`config.mk`:
```
export PLATFORM = sky130hd
export DESIGN_NAME = tsdc_top
export DESIGN_NICKNAME = d
export VERILOG_FILES = /design/src/design/tsdc_pkg.sv /design/src/design/tsdc_sync.sv /design/src/design/tsdc_sqw.sv /design/src/design/tsdc_top.sv
export SDC_FILE = /design/constraint.sdc
export NUM_CORES = 1
export LEC_CHECK = 0
export BUFFER_PORTS_ARGS = -buffer_cell sky130_fd_sc_hd__buf_2
export CAP_MARGIN = 20
export CELL_PAD_IN_SITES_DETAIL_PLACEMENT = 0
export CELL_PAD_IN_SITES_GLOBAL_PLACEMENT = 1
export CORE_AREA = 2 2 117 119
export DETAILED_ROUTE_END_ITERATION = 16
export DIE_AREA = 0 0 119 121
export PLACE_DENSITY = 0.81
export SYNTH_ARGS = -nofsm -noshare
export SYNTH_HDL_FRONTEND = slang
export SYNTH_SLANG_ARGS = --single-unit
```
`constraint.sdc`:
```
create_clock -name clk -period 3.85 [get_ports clk]
set_clock_uncertainty 0.15 [all_clocks]
set_input_delay 0.1925 -clock clk [delete_from_list [all_inputs] [get_ports clk]]
set_output_delay 0.1925 -clock clk [all_outputs]
set_load 0.03 [all_outputs]
```
`src/design/tsdc_pkg.sv`:
```
package tsdc_pkg;
    // Bus address choices from the select pin
    localparam logic [6:0] TSDC_ADDR_GND = 7'h50;
    localparam logic [6:0] TSDC_ADDR_OPEN = 7'h40;
    localparam logic [6:0] TSDC_ADDR_HIGH = 7'h42;
    // Control byte field positions
    localparam int TSDC_CTL_BIL_LO = 0;
    localparam int TSDC_CTL_BIL_HI = 1;
    localparam int TSDC_CTL_MONO = 2;
    localparam int TSDC_CTL_MUTE = 3;
    localparam int TSDC_CTL_AUX = 4;
    localparam int TSDC_CTL_SQW = 5;
    localparam int TSDC_CTL_DIRECT = 6;
    localparam int TSDC_CTL_TEST = 7;
    localparam logic [7:0] TSDC_CTL_RESET = 8'h01;
    // Status byte positions
    localparam int TSDC_ST_STEREO = 7;
    localparam int TSDC_ST_BIL = 6;
    localparam int TSDC_ST_INIT = 5;
    // Three-level pin codes
    typedef enum logic [1:0] {TSDC_LVL_LOW, TSDC_LVL_OPEN, TSDC_LVL_HIGH} tsdc_lvl_t;
    // Broadcast type codes
    typedef enum logic [1:0] {TSDC_BT_STEREO, TSDC_BT_MONO, TSDC_BT_BIL} tsdc_bt_t;
    // Square wave: 400 Hz output period in us
    localparam int TSDC_SQW_PERIOD_US = 2500;
    localparam int TSDC_CLK_MHZ = 20;
    localparam int TSDC_SQW_HALF_CYC = TSDC_SQW_PERIOD_US * TSDC_CLK_MHZ / 2;
    // APB register offsets
    localparam logic [11:0] TSDC_OFF_CTRL = 12'h000;
    localparam logic [11:0] TSDC_OFF_STAT = 12'h004;
    localparam logic [11:0] TSDC_OFF_IRQ = 12'h008;
    localparam logic [11:0] TSDC_OFF_MASK = 12'h00c;
    // Interrupt event bits
    localparam int TSDC_EV_WRITE = 0;
    localparam int TSDC_EV_READ = 1;
    localparam int TSDC_EV_ABORT = 2;
    localparam int TSDC_EV_BTCHG = 3;
endpackage

```
`src/design/tsdc_sync.sv`:
```
`timescale 1ns/1ns
module tsdc_sync
    import tsdc_pkg::*;
#(
    parameter int W = 2,
    parameter logic [W-1:0] INIT = '0
) (
    input wire logic clk,
    input wire logic resetn,
    input wire logic [W-1:0] d,
    output logic [W-1:0] q
);
    typedef struct packed {
        logic [W-1:0] s1;
        logic [W-1:0] s2;
    } tsdc_sync_st_t;
    tsdc_sync_st_t st_r;
    tsdc_sync_st_t st_nxt;

    always_comb begin
        st_nxt.s1 = d;
        st_nxt.s2 = st_r.s1;
    end

    always_ff @(posedge clk or negedge resetn) begin
        if (!resetn) begin
            st_r <= {INIT, INIT};
        end else begin
            st_r <= st_nxt;
        end
    end

    assign q = st_r.s2;
endmodule

```
`src/design/tsdc_sqw.sv`:
```
`timescale 1ns/1ns
module tsdc_sqw
    import tsdc_pkg::*;
#(
    parameter int HALF = TSDC_SQW_HALF_CYC
) (
    input wire logic clk,
    input wire logic resetn,
    input wire logic enable,
    output logic sqw_oe
);
    typedef struct packed {
        logic [23:0] cnt;
        logic ph;
    } tsdc_sqw_st_t;
    tsdc_sqw_st_t st_r;
    tsdc_sqw_st_t st_nxt;

    always_comb begin
        st_nxt = st_r;
        if (!enable) begin
            st_nxt.cnt = '0;
            st_nxt.ph = 1'b0;
        end else if (st_r.cnt == 24'(HALF - 1)) begin
            st_nxt.cnt = '0;
            st_nxt.ph = !st_r.ph;
        end else begin
            st_nxt.cnt = st_r.cnt + 24'h000001;
        end
    end

    always_ff @(posedge clk or negedge resetn) begin
        if (!resetn) begin
            st_r <= '0;
        end else begin
            st_r <= st_nxt;
        end
    end

    // Open collector: pull low in phase one only
    assign sqw_oe = st_r.ph;
endmodule

```
`src/design/tsdc_top.sv`:
```
`timescale 1ns/1ns
// Contract
// Start: data falls while clock high
// Stop: data rises while clock high
// Host sends bytes MSB first
// Ninth clock: device pulls data low
// Address pattern is 1000000 plus direction; code uses it only with the select pin open
// Seven address bits, eighth gives direction
// Write: address, ack, control byte, ack
// Stop mid-byte discards the partial byte
// Read: address, ack, status byte out
// Host supplies nine clocks for read
// Mute pin three levels decoded
// Broadcast type shown as three levels
// Open-collector square wave when enabled
// Select pin picks one of three addresses
// Control byte field meanings
// Status byte: stereo, bilingual, initial flag
// Control byte resets to 01h
// No ack on address mismatch
// Sample on rise, change while low
module tsdc_top
    import tsdc_pkg::*;
(
    input wire logic clk,
    input wire logic resetn,
    input wire logic scl_i,
    input wire logic sda_i,
    output logic sda_o,
    output logic sda_oe,
    input wire tsdc_lvl_t addr_sel,
    input wire tsdc_lvl_t mute_level,
    input wire logic stereo_found,
    input wire logic bilingual_found,
    output logic out_muted,
    output logic area_control,
    output tsdc_bt_t broadcast_type_level_out,
    output logic [1:0] bilingual_sel,
    output logic force_mono,
    output logic aux_line_source,
    output logic direct_input,
    output logic test_mode,
    output logic sqw_o,
    output logic sqw_oe,
    input wire logic psel,
    input wire logic penable,
    input wire logic pwrite,
    input wire logic [11:0] paddr,
    input wire logic [31:0] pwdata,
    output logic [31:0] prdata,
    output logic pready,
    output logic pslverr,
    output logic irq
);
    ////////////////////////////////////////////////////////////////////////
    typedef enum logic [2:0] {
        TSDC_IDLE, TSDC_ADDR, TSDC_AACK, TSDC_WDATA, TSDC_WACK, TSDC_RDATA, TSDC_RACK
    } tsdc_state_t;

    typedef struct packed {
        tsdc_state_t state;
        logic [3:0] bitcnt;
        logic [7:0] shift;
        logic [7:0] ctrl;
        logic init;
        logic drive_low;
        logic scl_d;
        logic sda_d;
        logic [3:0] irq_stat;
        logic [3:0] irq_mask;
        tsdc_bt_t bt;
        logic [31:0] rdata;
    } tsdc_st_t;

    tsdc_st_t st_r;
    tsdc_st_t st_nxt;
    logic [1:0] pins_s;
    logic scl_s;
    logic sda_s;
    logic scl_rise;
    logic scl_fall;
    logic start_ev;
    logic stop_ev;
    logic [6:0] my_addr;
    logic [3:0] ev;
    tsdc_bt_t bt_now;
    logic [5:0] det_s;
    logic stereo_s;
    logic bil_s;
    tsdc_lvl_t mute_s;
    tsdc_lvl_t sel_s;
    logic [7:0] status_byte;
    logic apb_wr;
    logic wr_ctrl;
    logic wr_irq;
    logic wr_mask;

    // Pins cross into clk domain first
    // Idle-high reset, so no false edge after reset
    tsdc_sync #(.W(2), .INIT(2'b11)) u_sync (
        .clk(clk),
        .resetn(resetn),
        .d({scl_i, sda_i}),
        .q(pins_s)
    );

    ////////////////////////////////////////////////////////////////////////
    // Detector and level pins, reset to open levels
    tsdc_sync #(.W(6), .INIT(6'h05)) u_sync_det (
        .clk(clk),
        .resetn(resetn),
        .d({stereo_found, bilingual_found, mute_level, addr_sel}),
        .q(det_s)
    );
    assign stereo_s = det_s[5];
    assign bil_s = det_s[4];
    assign mute_s = tsdc_lvl_t'(det_s[3:2]);
    assign sel_s = tsdc_lvl_t'(det_s[1:0]);
    assign scl_s = pins_s[1];
    assign sda_s = pins_s[0];
    // Edges seen two clocks late, after the sync
    assign scl_rise = scl_s && !st_r.scl_d;
    assign scl_fall = !scl_s && st_r.scl_d;
    // Start detect
    assign start_ev = scl_s && st_r.scl_d && st_r.sda_d && !sda_s;
    // Stop detect
    assign stop_ev = scl_s && st_r.scl_d && !st_r.sda_d && sda_s;

    // Address from select pin
    // Pin is static in use, but still synchronised
    always_comb begin
        unique case (sel_s)
            TSDC_LVL_LOW: my_addr = TSDC_ADDR_GND;
            TSDC_LVL_HIGH: my_addr = TSDC_ADDR_HIGH;
            default: my_addr = TSDC_ADDR_OPEN;
        endcase
    end

    // Broadcast type from detectors
    always_comb begin
        if (bil_s) begin
            bt_now = TSDC_BT_BIL;
        end else if (stereo_s) begin
            bt_now = TSDC_BT_STEREO;
        end else begin
            bt_now = TSDC_BT_MONO;
        end
    end

    // Status byte, low five bits fixed low
    always_comb begin
        status_byte = {stereo_s, bil_s, st_r.init, 5'h00};
    end

    // Writes land in the access phase
    always_comb begin
        apb_wr = psel && penable && pwrite;
        wr_ctrl = apb_wr && (paddr == TSDC_OFF_CTRL);
        wr_irq = apb_wr && (paddr == TSDC_OFF_IRQ);
        wr_mask = apb_wr && (paddr == TSDC_OFF_MASK);
    end

    ////////////////////////////////////////////////////////////////////////
    always_comb begin
        st_nxt = st_r;
        ev = '0;
        st_nxt.scl_d = scl_s;
        st_nxt.sda_d = sda_s;
        // Type is registered to stay glitch free
        st_nxt.bt = bt_now;
        if (bt_now != st_r.bt) begin
            ev[TSDC_EV_BTCHG] = 1'b1;
        end
        if (stop_ev) begin
            // Partial byte dropped
            // The clock before a stop shifts one bit too, so only more marks a cut byte
            if (st_r.state == TSDC_WDATA && st_r.bitcnt > 4'h1) begin
                ev[TSDC_EV_ABORT] = 1'b1;
            end
            st_nxt.state = TSDC_IDLE;
            st_nxt.drive_low = 1'b0;
        end else if (start_ev) begin
            // Repeated start also restarts the address phase
            st_nxt.state = TSDC_ADDR;
            st_nxt.bitcnt = '0;
            st_nxt.drive_low = 1'b0;
        end else if (scl_rise) begin
            // Sample on rising clock
            unique case (st_r.state)
                TSDC_ADDR, TSDC_WDATA: begin
                    // Bit count also marks a cut byte on stop
                    // MSB first shift
                    st_nxt.shift = {st_r.shift[6:0], sda_s};
                    st_nxt.bitcnt = st_r.bitcnt + 4'h1;
                end
                TSDC_RDATA: begin
                    st_nxt.bitcnt = st_r.bitcnt + 4'h1;
                end
                TSDC_RACK: begin
                    // Host nack ends output; ack also ends single byte
                    st_nxt.state = TSDC_IDLE;
                end
                default: begin
                end
            endcase
        end else if (scl_fall) begin
            // Change data while clock low
            unique case (st_r.state)
                TSDC_ADDR: begin
                    // Address phase counts eight rising edges
                    if (st_r.bitcnt == 4'h8) begin
                        // Match address, direction in bit 0
                        if (st_r.shift[7:1] == my_addr) begin
                            // Acknowledge the address
                            st_nxt.drive_low = 1'b1;
                            st_nxt.state = TSDC_AACK;
                        end else begin
                            // Mismatch stays released
                            st_nxt.state = TSDC_IDLE;
                        end
                    end
                end
                TSDC_AACK: begin
                    st_nxt.bitcnt = '0;
                    if (st_r.shift[0]) begin
                        // Load status byte, first bit out
                        // Status sampled once, so it cannot change mid-byte
                        st_nxt.shift = status_byte;
                        st_nxt.drive_low = !status_byte[TSDC_ST_STEREO];
                        st_nxt.state = TSDC_RDATA;
                        st_nxt.init = 1'b0;
                        ev[TSDC_EV_READ] = 1'b1;
                    end else begin
                        st_nxt.drive_low = 1'b0;
                        st_nxt.state = TSDC_WDATA;
                    end
                end
                TSDC_WDATA: begin
                    if (st_r.bitcnt == 4'h8) begin
                        // Commit control byte, then ack
                        st_nxt.ctrl = st_r.shift;
                        st_nxt.drive_low = 1'b1;
                        st_nxt.state = TSDC_WACK;
                        ev[TSDC_EV_WRITE] = 1'b1;
                    end
                end
                TSDC_WACK: begin
                    // Further bytes are taken as new control bytes
                    st_nxt.drive_low = 1'b0;
                    st_nxt.bitcnt = '0;
                    st_nxt.state = TSDC_WDATA;
                end
                TSDC_RDATA: begin
                    // Ninth clock releases for host ack
                    if (st_r.bitcnt == 4'h8) begin
                        st_nxt.drive_low = 1'b0;
                        st_nxt.state = TSDC_RACK;
                    end else begin
                        // Shift on the fall so the bit is steady at the rise
                        st_nxt.shift = {st_r.shift[6:0], 1'b0};
                        st_nxt.drive_low = !st_r.shift[6];
                    end
                end
                default: begin
                end
            endcase
        end
        // Set wins over clear
        if (wr_irq) begin
            st_nxt.irq_stat = (st_r.irq_stat & ~pwdata[3:0]) | ev;
        end else begin
            st_nxt.irq_stat = st_r.irq_stat | ev;
        end
        if (wr_mask) begin
            st_nxt.irq_mask = pwdata[3:0];
        end
        // A bus write in the same cycle as a serial commit wins
        if (wr_ctrl) begin
            st_nxt.ctrl = pwdata[7:0];
        end
        // Read data registered from the setup-phase address
        unique case (paddr)
            TSDC_OFF_CTRL: st_nxt.rdata = {24'h000000, st_r.ctrl};
            TSDC_OFF_STAT: st_nxt.rdata = {24'h000000, status_byte};
            TSDC_OFF_IRQ: st_nxt.rdata = {28'h0000000, st_r.irq_stat};
            TSDC_OFF_MASK: st_nxt.rdata = {28'h0000000, st_r.irq_mask};
            default: st_nxt.rdata = '0;
        endcase
    end

    always_ff @(posedge clk or negedge resetn) begin
        if (!resetn) begin
            st_r <= '0;
            st_r.state <= TSDC_IDLE;
            st_r.bt <= TSDC_BT_MONO;
            // Idle-high history avoids a false edge
            st_r.scl_d <= 1'b1;
            st_r.sda_d <= 1'b1;
            st_r.init <= 1'b1;
            // Power-up control value
            st_r.ctrl <= TSDC_CTL_RESET;
        end else begin
            st_r <= st_nxt;
        end
    end

    ////////////////////////////////////////////////////////////////////////
    // Open drain: only ever pulls low
    // Never drive high: the bus is wired-and
    assign sda_o = 1'b0;
    assign sda_oe = st_r.drive_low;

    // Mute pin levels, high level overrides
    assign out_muted = (mute_s == TSDC_LVL_HIGH) || st_r.ctrl[TSDC_CTL_MUTE];
    // Ground level adds detection-area control
    assign area_control = (mute_s == TSDC_LVL_LOW);
    // The analog level drive itself sits outside
    assign broadcast_type_level_out = st_r.bt;
    // Control fields
    assign bilingual_sel = st_r.ctrl[TSDC_CTL_BIL_HI:TSDC_CTL_BIL_LO];
    assign force_mono = st_r.ctrl[TSDC_CTL_MONO];
    assign aux_line_source = st_r.ctrl[TSDC_CTL_AUX];
    assign direct_input = st_r.ctrl[TSDC_CTL_DIRECT];
    assign test_mode = st_r.ctrl[TSDC_CTL_TEST];

    // Square wave on open-collector pin
    tsdc_sqw u_sqw (
        .clk(clk),
        .resetn(resetn),
        .enable(st_r.ctrl[TSDC_CTL_SQW]),
        .sqw_oe(sqw_oe)
    );
    // Open collector: the high level comes from the pull-up
    assign sqw_o = 1'b0;

    // APB: zero wait, unmapped reads zero
    assign pready = 1'b1;
    assign pslverr = 1'b0;
    assign prdata = st_r.rdata;
    // Level interrupt while any unmasked event is pending
    assign irq = |(st_r.irq_stat & st_r.irq_mask);
endmodule

```
==> run metrics <==
crit path max fanout=16; Top FF cell, synth=dfrtp_1; die width=119 um; Total GRT Usage=13.5%; Gate power share=14.1%; endpoints failing hold=0; status=complete, no violations; worst path arrival time=2890 ps; relative slew slack=38.0%; CTS sink cnt=86; Clk pwr share=40.6%; Static Leak=2.46 nW; Seq cells post-synth=86; GR Util met3=3.57%; Net Sw Frac=28.5%; number of clock buffers inserted by TritonCTS=9; clock root buffer=clkbuf_16; CTS clk-pin slew, worst paths=70 ps; Rows=42; number of detailed-route iterations in the first pass=4; initial antenna violation count=0; Final Max Slew Viols=0; Die ar.=14400 um^2; most common library cell in the layout ignoring fill and taps=dfrtp_1; Core Box Area=13100 um^2; final core utilization=40.1%; grt met1 use=17.0%; met2 usage=22.9%; crit path launch=st_r[43]; post-route minimum period=2810 ps; vias in the first global route=3175; Syn Inst Count=447; highest-delay cell along the critical path=a2111oi_4; Post-synth EDFFs=0; synthesis-to-layout area growth=16.1%; Min Hold Slack=42.2 ps; design area=5250 um^2; CTS tree=yes; PwrDens=449 nW/um^2; Layout Nets=565; layout cells sized above 1=20.6%; YS warnings=0; Reg2Reg Capture Point=bilingual_sel[1]; MaxCap Viol Count=0; Initial Util=34.5%; Routed WL per cell=13.4 um; Seq/Total Area, Yosys=48.0%; global-route wire length before repair=15600 um; P_sw=0.672 mW; sequential share of power=45.3%; mapped cell area=4520 um^2; htree depth=3; clk_lat worst skew=340 ps; Max Freq=0.355 GHz; Critical Setup Path Class=reg -> reg; Vias/cell=4.80; DP HPWL=6300 um; worst hold-check path type=in -> reg; Reg2Reg Setup Slack=1040 ps; FFs w/ async S/R, synth=100%; Routed Antenna Nets=0; r2r startpoint=st_r[43]; WL final=9140 um; DP Cell Count=647; DRC Markers=0; Setup crit end kind=flip-flop; Post-Place Cell Area=4720 um^2; largest net degree at the start of global routing=87; RSZ-0062 raised after global routing=no; max incr delay on CP=880 ps; final worst-path cycle share=73.1%; commonest non-fill, non-tap cells in the layout=73 x dfrtp_1, 56 x nor2_1, 52 x buf_2; initial drt markers=195; GRT overflow=0; Post-Layout Cell Count=681; num ports=106; setup_tns=0 ps; busiest grt layer=met2; library cells used by synthesis=57; critical path cell sequence=inv_1 -> ha_1 -> nand2b_1 -> a2111oi_4 -> nor2b_1 -> a31oi_1 -> a21oi_1; CTS max path bufs=2; IR drop worst, VDD=183 uV; CP Data Required Time=3930 ps; diode count=0; Worst Setup Start Kind=flip-flop; Via Count=3269; end point of the critical path=bilingual_sel[1]; Reg2Reg Depth=7; routability congestion estimate=0.801; Worst-Margin Slew=930 ps; IO buf count=53; Die Y=121 um; internal power=1.69 mW; Finish-stage setup viols=0; Avg Cell Area, Syn=10.1 um^2
per-layer routing:
layer | wire [um] | up-vias
li1 | - | 1587
met1 | 4160 | 1593
met2 | 4430 | 82
met3 | 436 | 7
met4 | 105 | 0
met5 | 0 | -
layout make-up:
type	count	area [um^2]
Tap cell	176	220
Clock buffer	9	225
Fill cell	1265	7840
Sequential cell	86	2170
Timing Repair Buffer	72	473
Multi-Input combinational cell	317	2000
Clock inverter	7	105
Inverter	14	52.6
cell families after synthesis:
| group | after synthesis | synth area share, % |
|---|---|---|
| simple gates | 172 | 19.7 |
| flops | 86 | 48.0 |
| buf+inv | 70 | 9.89 |
| compound gates | 62 | 10.0 |
| xor+xnor | 26 | 5.04 |
| mux | 21 | 4.96 |
| fa+ha+maj | 8 | 2.22 |
| other cells | 2 | 0.166 |
power by group through the flow:
| stage | combinational (mW) | sequential, mW | clock (mW) |
|---|---|---|---|
| after floorplan | 0.277 | 1.04 | 0 |
| after global placement | 0.308 | 1.08 | 0 |
| after detailed placement | 0.316 | 1.08 | 0 |
| after CTS | 0.331 | 1.07 | 0.987 |
| after global routing | 0.374 | 1.08 | 1.03 |
| final | 0.332 | 1.07 | 0.958 |
registers in the layout, summed over array words and instances (netlist names), 2 cells and up:
| signal | flops |
|---|---|
| bilingual_sel | 2 |
| broadcast_type_level_out | 2 |
| prdata | 8 |
| st_r | 28 |
| u_sqw.st_r | 24 |
| u_sync.q | 2 |
| u_sync.st_nxt | 2 |
| u_sync_det.q | 6 |
| u_sync_det.st_nxt | 6 |
critical path, delay by kind of cell (launching register included):
family                     cells  cell delay (ps)
DFF                            1              540
adders and majority gates      1              370
AOI/OAI and AO/OA              3             1180
buffers and inverters          1               40
and+or+nand+nor                2              420
cell usage after synthesis, types with 10 or more instances:
library cell / number / area share (%)
dfrtp_1: 73 / 40
nor2_1: 56 / 4.7
buf_4: 43 / 7.1
nand2_1: 32 / 2.7
xor2_1: 18 / 3.5
nand3_1: 17 / 1.9
inv_1: 14 / 1.2
dfstp_2: 13 / 7.6
mux2_2: 11 / 2.7
a21oi_1: 10 / 1.1
a22oi_1: 10 / 1.7
mux2i_1: 10 / 2.2
how the worst min path moves through the flow:
stage                        from              endpoint  slack [ps]  depth (start not counted)
global route            paddr[10]             prdata[1]          60                          4
floorplan                  resetn       aux_line_source        -250                          0
global placement    mute_level[0]  u_sync_det.st_nxt[2]         150                          1
finish                  paddr[10]             prdata[1]          40                          4
CTS                     paddr[10]             prdata[1]          30                          4
detailed placement  mute_level[0]  u_sync_det.st_nxt[2]         150                          1
what timing repair did:
| action | in CTS | in global routing |
|---|---|---|
| gates resized for setup | 0 | 0 |
| hold endpoints to repair | 93 | 0 |
| buffers inserted | 0 | 0 |
| hold buffers | 17 | 0 |
metrics by stage:
stage,setup WS [ps],power (mW)
after floorplan,1640,1.32
after CTS,1030,2.38
after global placement,1100,1.39
final,1040,2.36
after detailed placement,1070,1.40
after global routing,807,2.48
No activity file was read; power rests on OpenSTA's default activity.
